**src/verilog/bgdbg_params.svh**
```systemverilog
/*
 Constants of the debug-entry control: opcodes, line nibbles, vector numbers, synchroniser stages.
 Assumes inclusion by bare name from the package and the design modules.
*/
`ifndef BGDBG_PARAMS_SVH
`define BGDBG_PARAMS_SVH

`define BGDBG_OP_ENTER_DEBUG   16'h4afa
`define BGDBG_OP_BREAKPOINT_REQUEST_N_FIRST    16'h4848
`define BGDBG_OP_BREAKPOINT_REQUEST_N_LAST     16'h484f
`define BGDBG_LINE_A           4'ha
`define BGDBG_LINE_F           4'hf
`define BGDBG_VEC_ILLEGAL      8'h04
`define BGDBG_VEC_TRACE        8'h09
`define BGDBG_VEC_LINE_A       8'h0a
`define BGDBG_VEC_LINE_F       8'h0b
`define BGDBG_VEC_BREAKPOINT   8'h0c
`define BGDBG_SYNC_STAGES      2

`endif

```
**src/verilog/bgdbg_pkg.sv**
```systemverilog
/*
 Types of the debug-entry control.
 Assumes bgdbg_params.svh is on the include path.
*/
`include "bgdbg_params.svh"

package bgdbg_pkg;

	typedef enum logic [1:0] {
		SRC_NONE,
		SRC_BREAKPOINT,
		SRC_OPCODE,
		SRC_DOUBLE_FAULT
	} bgdbg_src_t;

	typedef enum logic [1:0] {
		ST_RUN,
		ST_DEBUG,
		ST_HALTED
	} bgdbg_state_t;

	typedef struct packed {
		logic        valid;
		logic [15:0] opcode;
		logic        change_of_flow;
	} bgdbg_instr_t;

	typedef struct packed {
		logic       take;
		logic [7:0] vector;
	} bgdbg_exc_t;

endpackage : bgdbg_pkg

```
**src/verilog/bgdbg_sync.sv**
```systemverilog
/*
 Two-flop synchroniser of one level, free running so it fills during reset.
 Assumes the input may change at any time relative to sys_clk.
*/
`timescale 1ns/1ps

module bgdbg_sync (
	// Clock
	input  wire logic sys_clk,
	// Level
	input  wire logic async_in,
	output logic      sync_out
);

	typedef struct packed {
		logic meta;
		logic stable;
	} bgdbg_sync_st_t;

	bgdbg_sync_st_t st_reg;
	bgdbg_sync_st_t st_next;

	always_comb begin
		st_next.meta   = async_in;
		st_next.stable = st_reg.meta;
	end

	always_ff @(posedge sys_clk) begin
		st_reg <= st_next;
	end

	assign sync_out = st_reg.stable;

endmodule : bgdbg_sync

```
**src/verilog/bgdbg_entry.sv**
```systemverilog
/*
 Debug-entry control: arms background debug mode at reset release, then steers each
 debug source into background debug mode or into a normal exception or halt.
 Assumes the core presents bus-cycle ends, faults and executed opcodes as one-cycle pulses.
*/
// Operation
// - Low breakpoint request at reset release arms background debug mode.
// - Armed state holds until the next reset, whatever the request does.
// - High request at reset release leaves debug mode disarmed.
// - Every reset release captures the request level afresh.
// - Armed: breakpoint, enter opcode, double fault or peripheral request enter debug.
// - Disarmed: every debug source but double fault is handled as a normal exception.
// - Armed: an acknowledged breakpoint request enters debug mode.
// - Disarmed: acknowledged breakpoint raises exception vector 0C.
// - No breakpoint acknowledge bus cycle on debug entry.
// - Opcode 4AFA enters debug mode when armed.
// - Opcode 4AFA takes the illegal instruction trap when disarmed.
// - Two successive bus faults halt if disarmed, enter debug if armed.
// - Opcodes 4848 to 484F never enter debug; substitution or illegal.
// - Peripheral requests share the request line, handled as external ones.
// - Trace raises trace exception after each or flow-changing instruction, but not after A-line, F-line, 4848 to 484F or 4AFA opcodes.
// - A-line and F-line opcodes use their own emulation vectors.
// - Debug entry suspends execution and asserts the frozen output.
`timescale 1ns/1ps
`include "bgdbg_params.svh"

module bgdbg_entry (
	// Clock and reset
	input  wire logic                  sys_clk,
	input  wire logic                  nrst,
	// Breakpoint request from tool or peripherals
	input  wire logic                  breakpoint_request_n,
	input  wire logic                  periph_breakpoint_n,
	// Core events
	input  wire logic                  bus_cycle_end,
	input  wire logic                  bus_fault,
	input  wire logic                  bus_cycle_ok,
	input  wire bgdbg_pkg::bgdbg_instr_t instr,
	input  wire logic                  breakpoint_request_n_substitute,
	input  wire logic                  debug_resume,
	// Trace control
	input  wire logic                  trace_enable,
	input  wire logic                  trace_flow_only,
	// Status and results
	output logic                       background_debug_mode_en,
	output logic                       frozen,
	output logic                       exec_suspend,
	output logic                       halted,
	output bgdbg_pkg::bgdbg_src_t      entry_source,
	output bgdbg_pkg::bgdbg_exc_t      exception,
	output logic                       breakpoint_request_n_ack_cycle,
	output logic                       breakpoint_request_n_substitute_go
);

	typedef struct packed {
		logic                   in_reset;
		logic                   armed;
		bgdbg_pkg::bgdbg_state_t state;
		logic                   fault_seen;
		bgdbg_pkg::bgdbg_src_t  source;
		bgdbg_pkg::bgdbg_exc_t  exc;
		logic                   ack_cycle;
		logic                   subst;
		logic                   frozen;
		logic                   suspend;
		logic                   halted;
	} bgdbg_st_t;

	bgdbg_st_t st_reg;
	bgdbg_st_t st_next;
	logic      req_sync_n;

	function automatic logic is_breakpoint_request_n_op(input logic [15:0] op);
		is_breakpoint_request_n_op = (op >= `BGDBG_OP_BREAKPOINT_REQUEST_N_FIRST) && (op <= `BGDBG_OP_BREAKPOINT_REQUEST_N_LAST);
	endfunction : is_breakpoint_request_n_op

	// Request line shared by external and peripheral sources
	bgdbg_sync u_req_sync (
		.sys_clk  (sys_clk),
		.async_in (breakpoint_request_n & periph_breakpoint_n),
		.sync_out (req_sync_n)
	);

	logic bp_ack;
	logic enter_op;
	logic double_fault;
	logic running;

	always_comb begin
		st_next = st_reg;
		running = (st_reg.state == bgdbg_pkg::ST_RUN);
		bp_ack = running && bus_cycle_end && !req_sync_n;
		enter_op = running && instr.valid && (instr.opcode == `BGDBG_OP_ENTER_DEBUG);
		double_fault = running && bus_fault && st_reg.fault_seen;
		st_next.exc = '0;
		st_next.ack_cycle = 1'b0;
		st_next.subst = 1'b0;
		st_next.in_reset = 1'b0;
		// Capture on the first clock after reset release
		if (st_reg.in_reset) begin
			st_next.armed = !req_sync_n;
		end
		if (running) begin
			if (bus_fault) begin
				st_next.fault_seen = 1'b1;
			end else if (bus_cycle_ok) begin
				st_next.fault_seen = 1'b0;
			end
		end
		if (double_fault) begin
			st_next.source = bgdbg_pkg::SRC_DOUBLE_FAULT;
			st_next.state = st_reg.armed ? bgdbg_pkg::ST_DEBUG : bgdbg_pkg::ST_HALTED;
		end else if (bp_ack) begin
			if (st_reg.armed) begin
				st_next.state = bgdbg_pkg::ST_DEBUG;
				st_next.source = bgdbg_pkg::SRC_BREAKPOINT;
			end else begin
				st_next.exc.take = 1'b1;
				st_next.exc.vector = `BGDBG_VEC_BREAKPOINT;
				st_next.ack_cycle = 1'b1;
			end
		end else if (enter_op) begin
			if (st_reg.armed) begin
				st_next.state = bgdbg_pkg::ST_DEBUG;
				st_next.source = bgdbg_pkg::SRC_OPCODE;
			end else begin
				st_next.exc.take = 1'b1;
				st_next.exc.vector = `BGDBG_VEC_ILLEGAL;
			end
		end else if (running && instr.valid) begin
			if (is_breakpoint_request_n_op(instr.opcode)) begin
				if (breakpoint_request_n_substitute) begin
					st_next.subst = 1'b1;
				end else begin
					st_next.exc.take = 1'b1;
					st_next.exc.vector = `BGDBG_VEC_ILLEGAL;
				end
			end else if (instr.opcode[15:12] == `BGDBG_LINE_A) begin
				st_next.exc.take = 1'b1;
				st_next.exc.vector = `BGDBG_VEC_LINE_A;
			end else if (instr.opcode[15:12] == `BGDBG_LINE_F) begin
				st_next.exc.take = 1'b1;
				st_next.exc.vector = `BGDBG_VEC_LINE_F;
			end else if (trace_enable && (!trace_flow_only || instr.change_of_flow)) begin
				st_next.exc.take = 1'b1;
				st_next.exc.vector = `BGDBG_VEC_TRACE;
			end
		end
		if (st_reg.state == bgdbg_pkg::ST_DEBUG && debug_resume) begin
			st_next.state = bgdbg_pkg::ST_RUN;
			st_next.fault_seen = 1'b0;
		end
		if (!nrst) begin
			st_next = '0;
			st_next.in_reset = 1'b1;
			st_next.state = bgdbg_pkg::ST_RUN;
			st_next.source = bgdbg_pkg::SRC_NONE;
		end
		st_next.frozen = (st_next.state == bgdbg_pkg::ST_DEBUG);
		st_next.suspend = (st_next.state != bgdbg_pkg::ST_RUN);
		st_next.halted = (st_next.state == bgdbg_pkg::ST_HALTED);
	end

	always_ff @(posedge sys_clk) begin
		st_reg <= st_next;
	end

	assign background_debug_mode_en = st_reg.armed;
	assign frozen = st_reg.frozen;
	assign exec_suspend = st_reg.suspend;
	assign halted = st_reg.halted;
	assign entry_source = st_reg.source;
	assign exception = st_reg.exc;
	assign breakpoint_request_n_ack_cycle = st_reg.ack_cycle;
	assign breakpoint_request_n_substitute_go = st_reg.subst;

	// Checks
	AST_ARM_LOW: assert property (@(posedge sys_clk) disable iff (!nrst)
		st_reg.in_reset && !req_sync_n |=> background_debug_mode_en)
		else $error("Debug mode not armed after low request at release");
	AST_DISARM_HIGH: assert property (@(posedge sys_clk) disable iff (!nrst)
		st_reg.in_reset && req_sync_n |=> !background_debug_mode_en)
		else $error("Debug mode armed after high request at release");
	AST_ARM_HOLD: assert property (@(posedge sys_clk) disable iff (!nrst)
		!st_reg.in_reset |=> background_debug_mode_en == $past(background_debug_mode_en))
		else $error("Debug arm state changed outside reset");
	AST_BP_ENTER: assert property (@(posedge sys_clk) disable iff (!nrst)
		bp_ack && !double_fault && background_debug_mode_en |=> frozen && !breakpoint_request_n_ack_cycle)
		else $error("Armed breakpoint did not enter debug cleanly");
	AST_BP_VECTOR: assert property (@(posedge sys_clk) disable iff (!nrst)
		bp_ack && !double_fault && !background_debug_mode_en
		|=> exception.take && exception.vector == 8'h0c && !frozen)
		else $error("Disarmed breakpoint missed vector 0C");
	AST_OP_ILLEGAL: assert property (@(posedge sys_clk) disable iff (!nrst)
		enter_op && !bp_ack && !double_fault && !background_debug_mode_en
		|=> exception.take && exception.vector == 8'h04)
		else $error("Disarmed enter opcode did not trap");
	AST_DFAULT: assert property (@(posedge sys_clk) disable iff (!nrst)
		double_fault |=> (frozen == background_debug_mode_en) && (halted == !frozen))
		else $error("Double fault outcome wrong");
	AST_BREAKPOINT_REQUEST_N_OP: assert property (@(posedge sys_clk) disable iff (!nrst)
		running && instr.valid && is_breakpoint_request_n_op(instr.opcode) && !bp_ack && !bus_fault
		|=> !frozen)
		else $error("Breakpoint opcode entered debug mode");
	AST_TRACE: assert property (@(posedge sys_clk) disable iff (!nrst)
		running && instr.valid && trace_enable && !trace_flow_only && !bp_ack
		&& !bus_fault && instr.opcode[15:12] != 4'ha && instr.opcode[15:12] != 4'hf
		&& !is_breakpoint_request_n_op(instr.opcode) && instr.opcode != 16'h4afa
		|=> exception.take && exception.vector == 8'h09)
		else $error("Trace exception missing");

	AST_ARM_AFRESH: assert property (@(posedge sys_clk) disable iff (!nrst)
		st_reg.in_reset
		|=> background_debug_mode_en == !$past(req_sync_n))
		else $error("Arm state not captured at reset release");

	AST_SYNC_DELAY: assert property (@(posedge sys_clk) disable iff (!nrst)
		1'b1
		|-> req_sync_n == $past(breakpoint_request_n & periph_breakpoint_n, 2))
		else $error("Request synchroniser delay wrong");

	AST_BP_SOURCE: assert property (@(posedge sys_clk) disable iff (!nrst)
		bp_ack && !double_fault && background_debug_mode_en
		|=> entry_source == bgdbg_pkg::SRC_BREAKPOINT)
		else $error("Breakpoint entry source wrong");

	AST_BP_NO_EXC: assert property (@(posedge sys_clk) disable iff (!nrst)
		bp_ack && !double_fault && background_debug_mode_en
		|=> !exception.take)
		else $error("Armed breakpoint raised an exception");

	AST_ACK_DISARMED: assert property (@(posedge sys_clk) disable iff (!nrst)
		breakpoint_request_n_ack_cycle
		|-> !background_debug_mode_en && exception.vector == `BGDBG_VEC_BREAKPOINT)
		else $error("Acknowledge cycle without disarmed breakpoint");

	AST_NO_ACK_FROZEN: assert property (@(posedge sys_clk) disable iff (!nrst)
		frozen
		|-> !breakpoint_request_n_ack_cycle)
		else $error("Acknowledge cycle while in debug mode");

	AST_DISARM_NO_FREEZE: assert property (@(posedge sys_clk) disable iff (!nrst)
		!background_debug_mode_en
		|-> !frozen)
		else $error("Debug mode entered while disarmed");

	AST_ENTER_OP: assert property (@(posedge sys_clk) disable iff (!nrst)
		enter_op && !bp_ack && !double_fault && background_debug_mode_en
		|=> frozen && entry_source == bgdbg_pkg::SRC_OPCODE)
		else $error("Armed enter opcode did not enter debug");

	AST_DF_SOURCE: assert property (@(posedge sys_clk) disable iff (!nrst)
		double_fault && background_debug_mode_en
		|=> entry_source == bgdbg_pkg::SRC_DOUBLE_FAULT)
		else $error("Double fault entry source wrong");

	AST_HALT_STAYS: assert property (@(posedge sys_clk) disable iff (!nrst)
		halted
		|=> halted && !exception.take)
		else $error("Halted state left or event taken");

	AST_SUBST: assert property (@(posedge sys_clk) disable iff (!nrst)
		running && instr.valid && is_breakpoint_request_n_op(instr.opcode) && breakpoint_request_n_substitute
		&& !bp_ack && !bus_fault
		|=> breakpoint_request_n_substitute_go && !exception.take)
		else $error("Breakpoint opcode substitution missing");

	AST_BREAKPOINT_REQUEST_N_ILLEGAL: assert property (@(posedge sys_clk) disable iff (!nrst)
		running && instr.valid && is_breakpoint_request_n_op(instr.opcode) && !breakpoint_request_n_substitute
		&& !bp_ack && !bus_fault
		|=> exception.take && exception.vector == `BGDBG_VEC_ILLEGAL)
		else $error("Breakpoint opcode did not trap");

	AST_TRACE_FLOW: assert property (@(posedge sys_clk) disable iff (!nrst)
		running && instr.valid && trace_enable && trace_flow_only && !instr.change_of_flow
		&& !bp_ack && !bus_fault && instr.opcode[15:12] != `BGDBG_LINE_A
		&& instr.opcode[15:12] != `BGDBG_LINE_F && !is_breakpoint_request_n_op(instr.opcode)
		&& instr.opcode != `BGDBG_OP_ENTER_DEBUG
		|=> !exception.take)
		else $error("Trace raised on straight-line instruction");

	AST_LINE_A: assert property (@(posedge sys_clk) disable iff (!nrst)
		running && instr.valid && instr.opcode[15:12] == `BGDBG_LINE_A && !bp_ack && !bus_fault
		|=> exception.take && exception.vector == `BGDBG_VEC_LINE_A)
		else $error("A-line opcode vector wrong");

	AST_LINE_F: assert property (@(posedge sys_clk) disable iff (!nrst)
		running && instr.valid && instr.opcode[15:12] == `BGDBG_LINE_F && !bp_ack && !bus_fault
		|=> exception.take && exception.vector == `BGDBG_VEC_LINE_F)
		else $error("F-line opcode vector wrong");

	AST_SUSPEND: assert property (@(posedge sys_clk) disable iff (!nrst)
		frozen || halted
		|-> exec_suspend && (frozen != halted))
		else $error("Execution not suspended");

	AST_FREEZE_HOLD: assert property (@(posedge sys_clk) disable iff (!nrst)
		frozen && !debug_resume
		|=> frozen)
		else $error("Debug state left without resume");

	AST_RESUME: assert property (@(posedge sys_clk) disable iff (!nrst)
		frozen && debug_resume
		|=> !frozen)
		else $error("Resume did not leave debug state");

endmodule : bgdbg_entry

```
**config.mk**
```make
export PLATFORM = sky130hd
export DESIGN_NAME = bgdbg_entry
export DESIGN_NICKNAME = d
export VERILOG_FILES = /design/src/verilog/bgdbg_pkg.sv /design/src/verilog/bgdbg_sync.sv /design/src/verilog/bgdbg_entry.sv
export VERILOG_INCLUDE_DIRS = /design/src /design/src/verilog
export SDC_FILE = /design/constraint.sdc
export NUM_CORES = 1
export LEC_CHECK = 0
export ABC_AREA = 0
export BUFFER_PORTS_ARGS = -buffer_cell sky130_fd_sc_hd__buf_4
export CELL_PAD_IN_SITES_DETAIL_PLACEMENT = 2
export CELL_PAD_IN_SITES_GLOBAL_PLACEMENT = 2
export CORE_AREA = 2 2 59 75
export CTS_CLUSTER_SIZE = 12
export DETAILED_ROUTE_END_ITERATION = 8
export DIE_AREA = 0 0 61 77
export GPL_TIMING_DRIVEN = 0
export MAX_ROUTING_LAYER = met4
export PLACE_DENSITY_LB_ADDON = 0.1
export SLEW_MARGIN = 15
export SYNTH_ARGS = -nofsm -noshare
export SYNTH_HDL_FRONTEND = slang
export SYNTH_HIERARCHICAL = 1
export SYNTH_SLANG_ARGS = --single-unit
export TNS_END_PERCENT = 20
```
**constraint.sdc**
```tcl
create_clock -name sys_clk -period 2.3 [get_ports sys_clk]
set_input_delay 0.23 -clock sys_clk [delete_from_list [all_inputs] [get_ports sys_clk]]
set_output_delay 0.23 -clock sys_clk [all_outputs]
set_load 0.02 [all_outputs]
```
# Word-level counts from Yosys, hierarchy flattened

Index checks and enable logic that the tools add are counted.

Bits in registers: 23
Bits in latches: 0
RAM bits: 0
ROM bits: 0
Logic and storage cells: 83
Memories kept: 0

Add/sub/neg operators: 0
$mul: 0
Divide/modulo/power cells: 0
Magnitude comparators: 2
Eq/ne operators: 8
Shift-type cells: 0
Multiplexer cells: 32
Bitwise operators: 5
Reduce and logical (&&, ||, !) cells: 22

Operator list:

| kind                                                             | count |
|---|---|
| two-way mux 9 bit                                                | 8 |
| two-way mux 11 bit                                               | 2 |
| two-way mux 21 bit                                               | 1 |
| two-way mux 2 bit                                                | 9 |
| equality test 16 x 15 -> 1 bit, second input constant            | 1 |
| >= comparator 16 x 15 -> 1 bit, second input constant            | 1 |
| less-or-equal comparator 16 x 15 -> 1 bit, second input constant | 1 |
| two-way mux 1 bit                                                | 10 |
| two-way mux 10 bit                                               | 1 |
| logical AND 1 bit                                                | 9 |
| equality test 4 bit, second input constant                       | 2 |
| inequality test 3 x 2 -> 1 bit, second input constant            | 2 |
| OR reduction 6 bit                                               | 1 |
| equality test 2 x 1 -> 1 bit, second input constant              | 2 |
| inverter 1 bit                                                   | 4 |
| nonzero test 2 bit                                               | 2 |
| OR reduction 2 bit                                               | 2 |
| two-way mux 3 bit                                                | 1 |
| AND reduction 3 bit                                              | 1 |
| nonzero test 3 bit                                               | 1 |
| OR reduction 3 bit                                               | 1 |
| equality test 2 bit, second input constant                       | 1 |
| zero test 1 bit                                                  | 2 |
| zero test 2 bit                                                  | 1 |
| 3 further kinds                                                  | 3 |

# Depth between registers and ports, before layout

Depth after elaboration: 13
Depth in mapped cells: 4

# Cells and area by module

Netlist, hierarchy kept.

Modules (own cells, without submodules):

| module      | instances | cells each | area an instance (µm²) |
|---|---|---|---|
| bgdbg_entry | 1         | 101        | 899.6 |
| bgdbg_sync  | 1         | 2          | 40.0 |

# Worst setup path after synthesis

No wires, ideal clock.

Kind: reg-to-reg
Start point: register st_reg[17] (netlist name)
End point: register st_reg (netlist bit halted)
Arrival: 1.496 ns
Data required time: 2.151 ns
Setup slack: 0.654 ns
Cell stages (with the launch flop): 5
Path through: dfxtp_1 or3b_2 nor4_4 a21o_2 a2111oi_0

RTL lines:

| item                     | line               | source |
|---|---|---|
| start: declaration       | bgdbg_entry.sv:69  | `bgdbg_st_t st_reg;` |
| start signal: assignment | bgdbg_entry.sv:165 | `st_reg <= st_next;` |

==> out/results.md <==
### Status
* run status: completed

### Final layout
* most used cells in the layout excluding fill and tap cells: sky130_fd_sc_hd__buf_4, sky130_fd_sc_hd__dfxtp_1, sky130_fd_sc_hd__nand2_1
* flip-flop count of the largest register after layout: 5
* share of cells above drive strength 1: 44.37%
* Layout Cell Area excl Fill: 1374 µm²
* Post-Route Utilization: 34.33%
* Nets: 181
* diodes inserted: 0
* area overhead of the layout relative to synthesis: 46.21%
* most common cell after layout, fill and taps aside: sky130_fd_sc_hd__buf_4

### STA
* unrepaired setup endpoints after global routing: no
* hold slack final: 0.1828 ns
* final slew viol count: 0
* crit path time final: 1.864 ns
* final setup violation count: 0
* Tightest Pin Transition: 0.6878 ns
* Setup WS post-layout: 0.4365 ns
* headroom to the max-slew limit: 53.50%
* Fin Clk Skew: 0.003040 ns
* share of the clock period used by the worst path: 81.02%
* Max Fclk: 536.6 MHz
* final setup TNS: 0 ns
* hold violation total from the final report: 0

### Global routing
* vias in the first global route: 1049
* largest net degree at the start of global routing: 11
* Remaining Overflow, GRT: 0
* initial antenna violation count: 0
* first-pass GRT wire length: 4.650 mm
* global-route total usage across every layer: 13.49%

### Synth
* count of state elements after synthesis: 19
* post-synthesis share of cell area spent on full adders, half adders and majority gates: 0%
* EDFF count, synth: 0
* synthesized-area fraction occupied by ao, oa, aoi and oai cells: 23.83%
* Post-Synthesis Cells: 103
* share of flip-flops with an asynchronous set or reset: 0%
* simple-gate portion of the synthesized area: 23.97%
* post-synthesis mux area share: 0%
* Mapped Area: 939.7 µm²
* Synth Warn #: 6
* Post-Synth XOR/XNOR Area: 0.9321%
* Post-synth top flop: sky130_fd_sc_hd__dfxtp_1
* average footprint of a synthesized cell: 9.123 µm²
* Synth cell types: 40
* combinational family with the most area after synthesis: simple AND/OR/NAND/NOR gates
* share of synthesized area occupied by flip-flops and latches: 40.48%

### Clock network
* clock-pin transition on the worst setup and hold timing paths: 0.07 ns
* CTS tree: built
* maximum buffer depth of the clock tree: 2
* post_cts resized: 0
* count of hold buffers inserted by post-cts repair: 0
* CTS Buf Count: 3
* Worst-Skew Late Latency: 0.25 ns
* number of buffers added for setup after CTS: 0
* number of H-tree levels: 1
* TritonCTS sink count: 19
* clk root buf: sky130_fd_sc_hd__clkbuf_8

### Min path
* class of the worst hold path: in2reg

### Floorplanning
* die outline area: 4697 µm²
* die height: 77 µm
* Core Footprint: 4001 µm²
* # IOs: 46
* Starting Density: 23.48%
* Horiz. Die Dim: 61 µm
* Std-Cell Rows: 26

### Critical path
* type of element launching the critical path: flop
* worst-path maximum fanout: 7
* critical path, cell by cell: or3b_2, nor4_4, a21o_2, a2111oi_0
* Critical Path RT: 2.41 ns
* Setup CP Type: reg2reg
* worst endpoint data arrival time: 1.97 ns
* CP max stage cell: sky130_fd_sc_hd__or3b_2
* critical path's largest stage delay: 0.57 ns
* Setup crit end kind: flop

### Route
* Detailed Route Iter0 Violations: 23
* number of DRC violations after detailed routing: 0
* number of iterations in the first detailed-routing pass: 2
* Total Routed Length: 2.785 mm
* DRT antenna net count: 0
* post-detailed-route wirelength per cell: 13.45 µm
* vias per cell: 4.614
* total number of vias: 955

### Pwr
* Pwr per Cell Area: 586.9 nW/µm²
* standby leakage power: 0.5995 nW
* worst supply voltage drop on vdd: 146.4 µV

### Placement
* cell area after placement: 1329 µm²
* Post-Place Worst Slack: 0.3268 ns
* number of input and output port buffers inserted: 41
* gp weighted congestion: 0.8039
* DP HPWL: 2.356 mm

### Flow run
* Max-Cap Viols: 0

## Yosys cell counts, types with 2 or more instances
master / n / area share, %
sky130_fd_sc_hd__dfxtp_1: 19 / 40
sky130_fd_sc_hd__buf_4: 11 / 8.8
sky130_fd_sc_hd__nand2_1: 11 / 4.4
sky130_fd_sc_hd__a21oi_1: 6 / 3.2
sky130_fd_sc_hd__nor2_1: 6 / 2.4
sky130_fd_sc_hd__o21ai_0: 6 / 3.2
sky130_fd_sc_hd__inv_1: 3 / 1.2
sky130_fd_sc_hd__a211oi_2: 2 / 2.7
sky130_fd_sc_hd__a21oi_2: 2 / 1.9
sky130_fd_sc_hd__nand2b_1: 2 / 1.3
sky130_fd_sc_hd__nand3_1: 2 / 1.1
sky130_fd_sc_hd__nor3_1: 2 / 1.1
sky130_fd_sc_hd__nor4_1: 2 / 1.3
sky130_fd_sc_hd__o22ai_1: 2 / 1.3
sky130_fd_sc_hd__or3b_2: 2 / 1.9
## routing by layer
metal	share of wire [%]	vias to the layer above	wire [µm]	GRT usage, %
met3	4.8	2	133	1.686
met2	58	31	1606	25.27
met1	36	462	1011	13.12
li1	-	460	-	-
met4	1.2	0	34	5.652
met5	0	-	0	-
## final timing paths
check | start | end | slack (ns) | depth (start not counted)
min reg2reg | u_req_sync/st_next[0] | u_req_sync/sync_out | 0.35 | 0
max | st_reg[17] | halted | 0.44 | 4
max reg2reg | st_reg[17] | halted | 0.44 | 4
min | periph_breakpoint_n | u_req_sync/st_next[0] | 0.18 | 2
## per-stage QoR
stage                     cells  power (W)
after floorplan             106  0.0004942
after global placement      203  0.0005832
after detailed placement    203  0.0005902
after CTS                   207  0.0008197
after global routing        207  0.0008554
final                       207  0.0008063
## critical path, delay by kind of cell (launching register included)
family / cells / cell delay [ns]
simple gates: 2 / 0.97
compound gates: 2 / 0.37
flops: 1 / 0.38
## where the power goes
part	total [W]	switching [W]	internal (W)
registers	0.000370	0.0000168	0.000353
logic	0.000210	0.000107	0.000103
clock network	0.000227	0.000104	0.000123
total	0.000806	0.000228	0.000578
## logic make-up after synthesis
logic type,after synthesis
XOR/XNOR,1
buffers and inverters,15
other,1
AND/OR/NAND/NOR,37
flip-flops,19
AO/OA/AOI/OAI,30
## area by class of cell
type                       instances  area, µm²
buffer                            11      82.58
clock buffer                       4      45.04
fill                             478       2628
inverter                           4      15.01
multi-input combinational         72      473.0
sequential                        19      380.4
tap                               56      70.07
timing repair buffer              41      307.8
Note: power is estimated with default switching activity, not from simulation.
